`src/hdl/gcr_ctrl_regs.vh`:
```
// Functional notes
// - Control bit 7 set: third port samples receive data on falling edge.
// - Edge-select bit clear, its reset value: sample on rising edge.
// - Bit 6 picks fourth port edge alone; 1 falling, 0 rising, reset 0.
// - Control bit 3 written 1 disables power save on all integrated PHYs.
// - Power-save bit at 0, its reset value, keeps power save enabled.
`ifndef GCR_CTRL_REGS_VH
`define GCR_CTRL_REGS_VH

// ----------------------------------------
// Register indices, byte address is four times
// ----------------------------------------
`define GCR_IDX_FACTORY_TEST_A 6'h08
`define GCR_IDX_FACTORY_TEST_B 6'h09
`define GCR_IDX_FACTORY_TEST_C 6'h0A
`define GCR_IDX_EDGE_PS_CTRL 6'h0B
`define GCR_IDX_LINK_STATUS 6'h0C

// ----------------------------------------
// Reset and fixed read values
// ----------------------------------------
`define GCR_RST_FACTORY_TEST_A 8'h00
`define GCR_RST_FACTORY_TEST_B 8'h4C
`define GCR_RST_FACTORY_TEST_C 8'h00
`define GCR_RST_EDGE_SEL 1'h0
`define GCR_RST_PS_DISABLE 1'h0
`define GCR_RST_RESERVED_5_4 2'h0

// ----------------------------------------
// Field positions in the control register
// ----------------------------------------
`define GCR_BIT_THIRD_EDGE 7
`define GCR_BIT_FOURTH_EDGE 6
`define GCR_BIT_PS_DISABLE 3

// ----------------------------------------
// Timing
// ----------------------------------------
`define GCR_DIBITS_PER_BYTE 2'h3

`endif

```
`src/hdl/gcr_ctrl_bank.v`:
```
`timescale 1ns/100ps
`include "gcr_ctrl_regs.vh"
// ----------------------------------------
// Global control bank with two reduced MII receivers
// ----------------------------------------
module gcr_ctrl_bank (
	input wire pclk,
	input wire presetn,
	input wire psel,
	input wire penable,
	input wire pwrite,
	input wire [11:0] paddr,
	input wire [31:0] pwdata,
	output reg [31:0] prdata,
	output reg pready,
	output reg pslverr,
	input wire third_port_reduced_mii_ref_clk,
	input wire [1:0] third_port_reduced_mii_rxd,
	input wire third_port_reduced_mii_crs_dv,
	input wire fourth_port_reduced_mii_ref_clk,
	input wire [1:0] fourth_port_reduced_mii_rxd,
	input wire fourth_port_reduced_mii_crs_dv,
	output wire [7:0] third_switch_mac_rx_byte,
	output wire third_switch_mac_rx_valid,
	output wire [7:0] fourth_switch_mac_rx_byte,
	output wire fourth_switch_mac_rx_valid,
	output reg phy_power_save_en
);
	// ----------------------------------------
	// Register state
	// ----------------------------------------
	reg third_edge_reg;
	reg fourth_edge_reg;
	reg ps_disable_reg;
	wire [5:0] idx;
	wire addr_ok;
	wire access;
	wire commit;
	reg [31:0] rdata_next;
	reg err_next;

	// ----------------------------------------
	// Decode helpers
	// ----------------------------------------
	function is_reg;
		input [11:0] addr;
		input [5:0] index;
		begin
			is_reg = (addr[11:8] == 4'h0) && (addr[1:0] == 2'h0) &&
				(addr[7:2] == index);
		end
	endfunction

	function mapped;
		input [11:0] addr;
		begin
			mapped = is_reg(addr, `GCR_IDX_FACTORY_TEST_A) ||
				is_reg(addr, `GCR_IDX_FACTORY_TEST_B) ||
				is_reg(addr, `GCR_IDX_FACTORY_TEST_C) ||
				is_reg(addr, `GCR_IDX_EDGE_PS_CTRL) ||
				is_reg(addr, `GCR_IDX_LINK_STATUS);
		end
	endfunction

	assign idx = paddr[7:2];
	assign addr_ok = mapped(paddr);
	// One wait state: answer prepared in first access cycle
	assign access = psel & penable & ~pready;
	assign commit = psel & penable & pready;

	// ----------------------------------------
	// Receive samplers
	// ----------------------------------------
	wire [3:0] dibits;
	wire [1:0] dvs;
	wire [1:0] strobes;

	gcr_edge_sampler u_third (
		.pclk(pclk),
		.presetn(presetn),
		.ref_clk(third_port_reduced_mii_ref_clk),
		.rxd(third_port_reduced_mii_rxd),
		.crs_dv(third_port_reduced_mii_crs_dv),
		.falling_sel(third_edge_reg),
		.dibit_reg(dibits[1:0]),
		.dv_reg(dvs[0]),
		.strobe_reg(strobes[0])
	);

	gcr_edge_sampler u_fourth (
		.pclk(pclk),
		.presetn(presetn),
		.ref_clk(fourth_port_reduced_mii_ref_clk),
		.rxd(fourth_port_reduced_mii_rxd),
		.crs_dv(fourth_port_reduced_mii_crs_dv),
		.falling_sel(fourth_edge_reg),
		.dibit_reg(dibits[3:2]),
		.dv_reg(dvs[1]),
		.strobe_reg(strobes[1])
	);

	// ----------------------------------------
	// Dibit to byte assembly, low dibit first
	// ----------------------------------------
	// Per-lane registers keep each flip-flop to a single process
	wire [15:0] byte_vec;
	wire [1:0] valid_vec;
	wire [1:0] dv_seen_vec;

	genvar g;
	generate
		for (g = 0; g < 2; g = g + 1)
		begin : asm
			reg [1:0] cnt_reg;
			reg [7:0] shift_reg;
			reg [7:0] byte_reg;
			reg valid_reg;
			reg dv_seen_reg;
			always @(posedge pclk or negedge presetn)
			begin
				if (!presetn)
				begin
					cnt_reg <= 2'h0;
					shift_reg <= 8'h00;
					byte_reg <= 8'h00;
					valid_reg <= 1'b0;
					dv_seen_reg <= 1'b0;
				end
				else
				begin
					valid_reg <= 1'b0;
					if (strobes[g])
					begin
						dv_seen_reg <= dvs[g];
						if (dvs[g])
						begin
							shift_reg <= {dibits[2*g+1:2*g], shift_reg[7:2]};
							cnt_reg <= cnt_reg + 2'h1;
							if (cnt_reg == `GCR_DIBITS_PER_BYTE)
							begin
								byte_reg <=
									{dibits[2*g+1:2*g], shift_reg[7:2]};
								valid_reg <= 1'b1;
							end
						end
						else
						begin
							// Idle line realigns the next byte
							cnt_reg <= 2'h0;
						end
					end
				end
			end
			assign byte_vec[8*g+7:8*g] = byte_reg;
			assign valid_vec[g] = valid_reg;
			assign dv_seen_vec[g] = dv_seen_reg;
		end
	endgenerate

	assign third_switch_mac_rx_byte = byte_vec[7:0];
	assign third_switch_mac_rx_valid = valid_vec[0];
	assign fourth_switch_mac_rx_byte = byte_vec[15:8];
	assign fourth_switch_mac_rx_valid = valid_vec[1];

	// ----------------------------------------
	// Control register writes
	// ----------------------------------------
	always @(posedge pclk or negedge presetn)
	begin
		if (!presetn)
		begin
			third_edge_reg <= `GCR_RST_EDGE_SEL;
			fourth_edge_reg <= `GCR_RST_EDGE_SEL;
			ps_disable_reg <= `GCR_RST_PS_DISABLE;
		end
		else if (commit && pwrite && is_reg(paddr, `GCR_IDX_EDGE_PS_CTRL))
		begin
			third_edge_reg <= pwdata[`GCR_BIT_THIRD_EDGE];
			fourth_edge_reg <= pwdata[`GCR_BIT_FOURTH_EDGE];
			ps_disable_reg <= pwdata[`GCR_BIT_PS_DISABLE];
			// Bits 5 and 4 are not stored, so writes cannot disturb them
		end
	end

	// Power save is on whenever the disable bit is clear
	always @(posedge pclk or negedge presetn)
	begin
		if (!presetn)
			phy_power_save_en <= 1'b1;
		else
			phy_power_save_en <= ~ps_disable_reg;
	end

	// ----------------------------------------
	// Read mux
	// ----------------------------------------
	always @*
	begin
		rdata_next = 32'h00000000;
		err_next = 1'b0;
		if (!addr_ok)
			err_next = 1'b1;
		else if (pwrite)
			rdata_next = 32'h00000000;
		else if (idx == `GCR_IDX_FACTORY_TEST_A)
			rdata_next[7:0] = `GCR_RST_FACTORY_TEST_A;
		else if (idx == `GCR_IDX_FACTORY_TEST_B)
			rdata_next[7:0] = `GCR_RST_FACTORY_TEST_B;
		else if (idx == `GCR_IDX_FACTORY_TEST_C)
			rdata_next[7:0] = `GCR_RST_FACTORY_TEST_C;
		else if (idx == `GCR_IDX_EDGE_PS_CTRL)
			rdata_next[7:0] = {third_edge_reg, fourth_edge_reg,
				`GCR_RST_RESERVED_5_4, ps_disable_reg, 3'h0};
		else
			rdata_next[3:0] = {dv_seen_vec, dvs};
	end

	// ----------------------------------------
	// APB answer, all from flip-flops
	// ----------------------------------------
	always @(posedge pclk or negedge presetn)
	begin
		if (!presetn)
		begin
			prdata <= 32'h00000000;
			pready <= 1'b0;
			pslverr <= 1'b0;
		end
		else if (access)
		begin
			prdata <= rdata_next;
			pready <= 1'b1;
			pslverr <= err_next;
		end
		else
		begin
			pready <= 1'b0;
			pslverr <= 1'b0;
		end
	end
endmodule

```
`src/hdl/gcr_sync.v`:
```
`timescale 1ns/100ps
// ----------------------------------------
// Two-stage synchroniser
// ----------------------------------------
module gcr_sync #(
	parameter WIDTH = 1
) (
	input wire pclk,
	input wire presetn,
	input wire [WIDTH-1:0] async_in,
	output reg [WIDTH-1:0] sync_out
);
	reg [WIDTH-1:0] meta_reg;

	always @(posedge pclk or negedge presetn)
	begin
		if (!presetn)
		begin
			meta_reg <= {WIDTH{1'b0}};
			sync_out <= {WIDTH{1'b0}};
		end
		else
		begin
			meta_reg <= async_in;
			sync_out <= meta_reg;
		end
	end
endmodule

```
`src/hdl/gcr_edge_sampler.v`:
```
`timescale 1ns/100ps
// ----------------------------------------
// Reduced MII receive sampler on chosen edge
// ----------------------------------------
module gcr_edge_sampler (
	input wire pclk,
	input wire presetn,
	input wire ref_clk,
	input wire [1:0] rxd,
	input wire crs_dv,
	input wire falling_sel,
	output reg [1:0] dibit_reg,
	output reg dv_reg,
	output reg strobe_reg
);
	wire [3:0] sync_vec;
	reg ref_d_reg;
	reg [2:0] data_d_reg;
	wire rise;
	wire fall;
	wire take;

	gcr_sync #(.WIDTH(4)) u_sync (
		.pclk(pclk),
		.presetn(presetn),
		.async_in({ref_clk, crs_dv, rxd}),
		.sync_out(sync_vec)
	);

	// Data held one stage back so it is the value just before the edge
	always @(posedge pclk or negedge presetn)
	begin
		if (!presetn)
		begin
			ref_d_reg <= 1'b0;
			data_d_reg <= 3'h0;
		end
		else
		begin
			ref_d_reg <= sync_vec[3];
			data_d_reg <= sync_vec[2:0];
		end
	end

	assign rise = sync_vec[3] & ~ref_d_reg;
	assign fall = ~sync_vec[3] & ref_d_reg;
	assign take = falling_sel ? fall : rise;

	always @(posedge pclk or negedge presetn)
	begin
		if (!presetn)
		begin
			dibit_reg <= 2'h0;
			dv_reg <= 1'b0;
			strobe_reg <= 1'b0;
		end
		else
		begin
			strobe_reg <= take;
			if (take)
			begin
				dibit_reg <= data_d_reg[1:0];
				dv_reg <= data_d_reg[2];
			end
		end
	end
endmodule

```
`config.mk`:
```
export PLATFORM = sky130hd
export DESIGN_NAME = gcr_ctrl_bank
export DESIGN_NICKNAME = d
export VERILOG_FILES = /design/src/hdl/gcr_ctrl_bank.v /design/src/hdl/gcr_sync.v /design/src/hdl/gcr_edge_sampler.v
export VERILOG_INCLUDE_DIRS = /design/src /design/src/hdl
export SDC_FILE = /design/constraint.sdc
export NUM_CORES = 1
export LEC_CHECK = 0
export ABC_CLOCK_PERIOD_IN_PS = 1800
export BUFFER_PORTS_ARGS = -buffer_cell sky130_fd_sc_hd__buf_2
export CORE_UTILIZATION = 49
export CTS_CLUSTER_SIZE = 12
export DETAILED_ROUTE_END_ITERATION = 10
export PLACE_DENSITY = 0.79
export SYNTH_ARGS = -nofsm -noshare
export SYNTH_HDL_FRONTEND = slang
export SYNTH_SLANG_ARGS = --single-unit
```
`constraint.sdc`:
```
create_clock -name pclk -period 1.8 [get_ports pclk]
set_input_delay 0 -clock pclk [delete_from_list [all_inputs] [get_ports pclk]]
set_output_delay 0 -clock pclk [all_outputs]
set_load 0.05 [all_outputs]
```
### Word level (Yosys, flattened, before mapping)

Cells that the tools add are included.

| storage, ports and cells | value |
|---|---|
| bits of input ports | 57 |
| register bits | 110 |
| output and inout port bits | 53 |

| operators by class | value |
|---|---|
| equal/unequal tests | 7 |
| reductions and logical operators | 18 |
| mux-type cells | 20 |
| bitwise logic cells | 13 |
| add/sub/neg operators | 2 |

Operators with widths:

| operator | count |
|---|---|
| $mux 8 | 5 |
| $eq 6x4->1 const B | 5 |
| $mux 1 | 11 |
| $logic_and 1x1->1 | 8 |
| $mux 4 | 2 |
| $and 1x1->1 | 7 |
| $not 1->1 | 6 |
| $reduce_and 3->1 | 2 |
| $add 2x1->2 const B | 2 |
| $eq 2x2->1 const B | 2 |
| $logic_not 4->1 | 1 |
| $logic_or 1x1->1 | 4 |
| $mux 2 | 2 |
| $reduce_and 2->1 | 2 |
| $logic_not 2->1 | 1 |

### Logic depth before layout (Yosys ltp)

| depth | value |
|---|---|
| depth after elaboration | 9 |
| depth in mapped cells | 4 |

### Cells and area by module

A second synthesis with hierarchy kept.

| unflattened totals | value |
|---|---|
| cells, all modules | 249 |
| area, all modules | 3323.2 um^2 |

By module, submodules not included:

| module | times used | cells each | area an instance (um^2) |
|---|---|---|---|
| gcr_ctrl_bank | 1 | 165 | 2122.0 |
| gcr_edge_sampler | 2 | 34 | 400.4 |
| gcr_sync | 2 | 8 | 200.2 |

### Least setup slack after synthesis

No wires, ideal clock.

| timing | value |
|---|---|
| kind | reg-to-reg |
| from | reg pready |
| to | reg prdata[3] |
| required time | 1.705 ns |
| buffers on the path | 0 |
| arrival | 1.573 ns |
| stages on the path, launching flop included | 5 |
| setup slack | 0.131 ns |
| setup time | 0.095 ns |
| clock period less this slack | 1.669 ns |
| path through | dfrtp_1 > nand3b_2 > and4bb_2 > nand4_1 > o31ai_1 |

| on the way | value |
|---|---|
| word-level cells in the longest chain between the ends | 2 |

Ends and longest elaborated chain:

| what | RTL line | source |
|---|---|---|
| from (decl) | gcr_ctrl_bank.v:15 | `output reg pready,` |
| from (signal assigned) | gcr_ctrl_bank.v:226 | `pready <= 1'b0;` |
| from (signal assigned) | gcr_ctrl_bank.v:232 | `pready <= 1'b1;` |
| from (signal assigned) | gcr_ctrl_bank.v:237 | `pready <= 1'b0;` |
| $not 1->1 | gcr_ctrl_bank.v:68 | `assign access = psel & penable & ~pready;` |
| $and 1x1->1 | gcr_ctrl_bank.v:68 |  |
| to (signal assigned) | gcr_ctrl_bank.v:231 | `prdata <= rdata_next;` |
| to (decl) | gcr_ctrl_bank.v:14 | `output reg [31:0] prdata,` |

Every way passes these cells.
A chain may end at the register's enable or synchronous reset.

### Final worst setup path

| timing | value |
|---|---|
| from | in paddr[5] |
| to | reg ps_disable_reg |

| on the way | value |
|---|---|
| word-level cells in the longest chain between the ends | 3 |

Ends and longest elaborated chain:

| what | RTL line | source |
|---|---|---|
| from (decl) | gcr_ctrl_bank.v:12 | `input wire [11:0] paddr,` |
| $eq 6x4->1 | gcr_ctrl_bank.v:50 | `(addr[7:2] == index);` |
| $logic_and 1x1->1 | gcr_ctrl_bank.v:49 | `is_reg = (addr[11:8] == 4'h0) && (addr[1:0] == 2'h0) &&` |
| $logic_and 1x1->1 | gcr_ctrl_bank.v:176 | `` else if (commit && pwrite && is_reg(paddr, `GCR_IDX_EDGE_PS_CTRL)) `` |
| to (signal assigned) | gcr_ctrl_bank.v:174 | `` ps_disable_reg <= `GCR_RST_PS_DISABLE; `` |
| to (signal assigned) | gcr_ctrl_bank.v:180 | `` ps_disable_reg <= pwdata[`GCR_BIT_PS_DISABLE]; `` |
| to (decl) | gcr_ctrl_bank.v:34 | `reg ps_disable_reg;` |

Every way passes these cells.

==> results.py <==
metrics = {
    "final_layout": {
        "num-nets-final": 346,
        "largest_reg_flops": 12,
        "num_antenna_cells": 0,
        "final_common_cell": "dfrtp_1",
        "fill_cells": 464,
        "stdcell_area_um2": 3660,
        "syn2layout_area_growth_pct": 21.4,
        "final_cell_mix": "79 x dfrtp_1, 53 x buf_2, 35 x mux2_2",
        "drive_gt1_share_pct": 38.8,
    },
    "clock_network": {
        "clk_path_buf_depth": 2,
        "post_cts_resized": 0,
        "insertion_delay_ns": 0.34,
        "cts_sinks": 80,
        "tritoncts": "done",
        "clock-root-buffer": "clkbuf_8",
        "clkTransAtPathRegs_ns": 0.07,
        "numCtsBuffers": 9,
        "ctsHtreeMaxLevel": 3,
    },
    "floorplan": {
        "num_rows": 28,
        "die-area_um2": 6470,
        "chipWidth_um": 80.5,
        "core_um2": 5920,
        "start_util_pct": 51.0,
        "ios": 110,
        "die_height_um": 80.5,
    },
    "sta": {
        "finalCriticalPeriod_ns": 1.54,
        "fin_tns_setup_ns": 0,
        "finalClockSkew_ns": 0.00818,
        "fmax_ghz": 0.651,
        "relSlewSlack_pct": 66.6,
        "tightest_slew_ns": 0.501,
        "finalMaxSlewViolations": 0,
        "setup_viol": 0,
        "period_share_pct": 85.4,
        "hold_viol": 0,
        "grt_setup_unrepaired": "no",
        "finalHoldWorstSlack_ns": 0.0310,
    },
    "detailed_routing": {
        "ant_nets": 0,
        "via_per_inst": 4.73,
        "wl_mm": 4.65,
        "dr.pass1.iters": 4,
        "drc_errors": 0,
        "drt_iter0_markers": 68,
        "vias": 1731,
        "wl_per_cell_um": 12.7,
    },
    "status": {
        "status": "finished, final reports clean",
    },
    "global_routing": {
        "grtUsageTotal_pct": 16.1,
        "antenna_found_initial": 0,
        "grt_pass1_wl_mm": 7.40,
        "grt_max_degree": 42,
        "grt_pass1_vias": 1544,
        "overflow": 0,
    },
    "setup_path": {
        "crit_path_max_fanout": 4,
        "endpoint_kind": "register",
        "cp_data_arrival_time_ns": 1.76,
        "start_kind": "input pin",
        "path_class": "input pin to register",
        "cp.required_ns": 2.03,
    },
    "power": {
        "leakage_nw": 1.89,
        "irDropWorstVdd_uv": 587,
        "p_per_area_nw_per_um2": 1280,
    },
    "synth": {
        "yosysUniqueCellTypes": 32,
        "netlist_area_um2": 3020,
        "yosys_warnings": 0,
        "ys_seq_area_share_pct": 66.4,
        "synth.area.top_cells": "dfrtp_1 66%, mux2_2 13%, buf_4 6.5%, inv_1 1.1%, mux2_1 1.1%",
        "avgSynthCellArea_um2": 14.6,
        "yosysTopAreaCell": "dfrtp_1",
        "syn_inst": 206,
        "synth.top_cell.area_share_pct": 65.5,
        "synth-seq-cells": 80,
    },
    "place": {
        "placed_cell_area_um2": 3310,
        "place_congestion": 0.734,
        "dpl.hpwl_mm": 3.30,
        "numPortBuffers": 54,
    },
    "worst_hold_path": {
        "hold_class": "input pin to register",
    },
    "run": {
        "cap_violations": 0,
    },
}
-- synthesized netlist by cell type, drive strengths merged --
| cell type | number |
|---|---|
| nand3b | 2 |
| and4 | 1 |
| ha | 2 |
| a21oi | 1 |
| nor3 | 1 |
| o22ai | 1 |
| mux2 | 38 |
| a22o | 3 |
| inv | 9 |
| nand3 | 5 |
| a41oi | 1 |
| o21ai | 8 |
| and2 | 1 |
| nand4 | 2 |
| nor2b | 1 |
| buf | 26 |
| nor4 | 2 |
| and4bb | 1 |
| mux2i | 2 |
| nand2b | 1 |
| nor4b | 1 |
| dfstp | 1 |
| or3 | 1 |
| conb | 1 |
| nand2 | 9 |
| o31ai | 2 |
| nor2 | 4 |
| dfrtp | 79 |
-- area by class of cell --
type / count / area, um2 / share of cell area (%)
inverters: 9 / 33.8 / 0.922
flip-flops and latches: 80 / 2000 / 54.7
clock inverters: 3 / 65.1 / 1.78
clock buffers: 12 / 155 / 4.24
well taps: 75 / 93.8 / 2.56
multi-input cells: 116 / 878 / 24.0
repair buffers: 71 / 433 / 11.8
-- where the power goes --
group | total, mW | leakage (nW) | switching, mW | internal [mW]
logic | 0.982 | 0.770 | 0.654 | 0.328
registers | 2.25 | 1.01 | 0.161 | 2.09
clock network | 1.43 | 0.112 | 0.587 | 0.848
-- logic make-up after synthesis --
| family | count (synthesis) | synth area share, % |
|---|---|---|
| compound gates | 16 | 3.36 |
| other cells | 1 | 0.124 |
| mux | 40 | 14.8 |
| simple gates | 32 | 6.84 |
| buf+inv | 35 | 7.59 |
| flops | 80 | 66.4 |
| fa+ha+maj | 2 | 0.829 |
-- per-stage QoR --
stage / instances / power (mW) / util (%) / setup slack, ns
final: 366 / 4.67 / 61.9 / 0.263
after global routing: 366 / 4.89 / 61.9 / 0.182
after CTS: 366 / 4.72 / 61.9 / 0.302
after detailed placement: 338 / 3.27 / 55.9 / 0.336
after global placement: 338 / 3.22 / 55.9 / 0.377
after floorplan: 231 / 3.04 / - / 0.131
-- per-layer routing --
metal  vias to the layer above  GRT usage (%)  share of wire (%)
met5                         -              0                  0
met4                         0           8.57                2.3
met3                        10           5.23                5.8
met2                        71           23.9                 45
met1                       825           21.0                 46
li1                        825              -                  -
-- critical path, stage by stage --
cell           delay, ns
dlygate4sd3_1       0.53
buf_2               0.14
nor4b_4             0.35
nand2_2             0.17
nor3_4              0.24
mux2_1              0.34
-- path summary, 6_finish.rpt --
| check | cells past startpoint | start | to | slack (ns) |
|---|---|---|---|---|
| max in group asynchronous | 3 | presetn | u_third.data_d_reg[2] | 0.99 |
| max reg2reg | 3 | asm[1].cnt_reg[0] | fourth_switch_mac_rx_byte[3] | 0.33 |
| min | 3 | paddr[2] | prdata[3] | 0.03 |
| max | 6 | paddr[5] | ps_disable_reg | 0.26 |
| min in group asynchronous | 2 | presetn | third_switch_mac_rx_byte[3] | 0.16 |
| min reg2reg | 0 | u_fourth.u_sync.meta_reg[0] | u_fourth.u_sync.sync_out[0] | 0.34 |
-- what timing repair did --
item                       in CTS  in global routing
setup endpoints to repair       0                  0
hold endpoints to repair       50                  0
setup buffers                   0                  0
hold buffers                   13                  0
(Power assumes the default switching activity.)
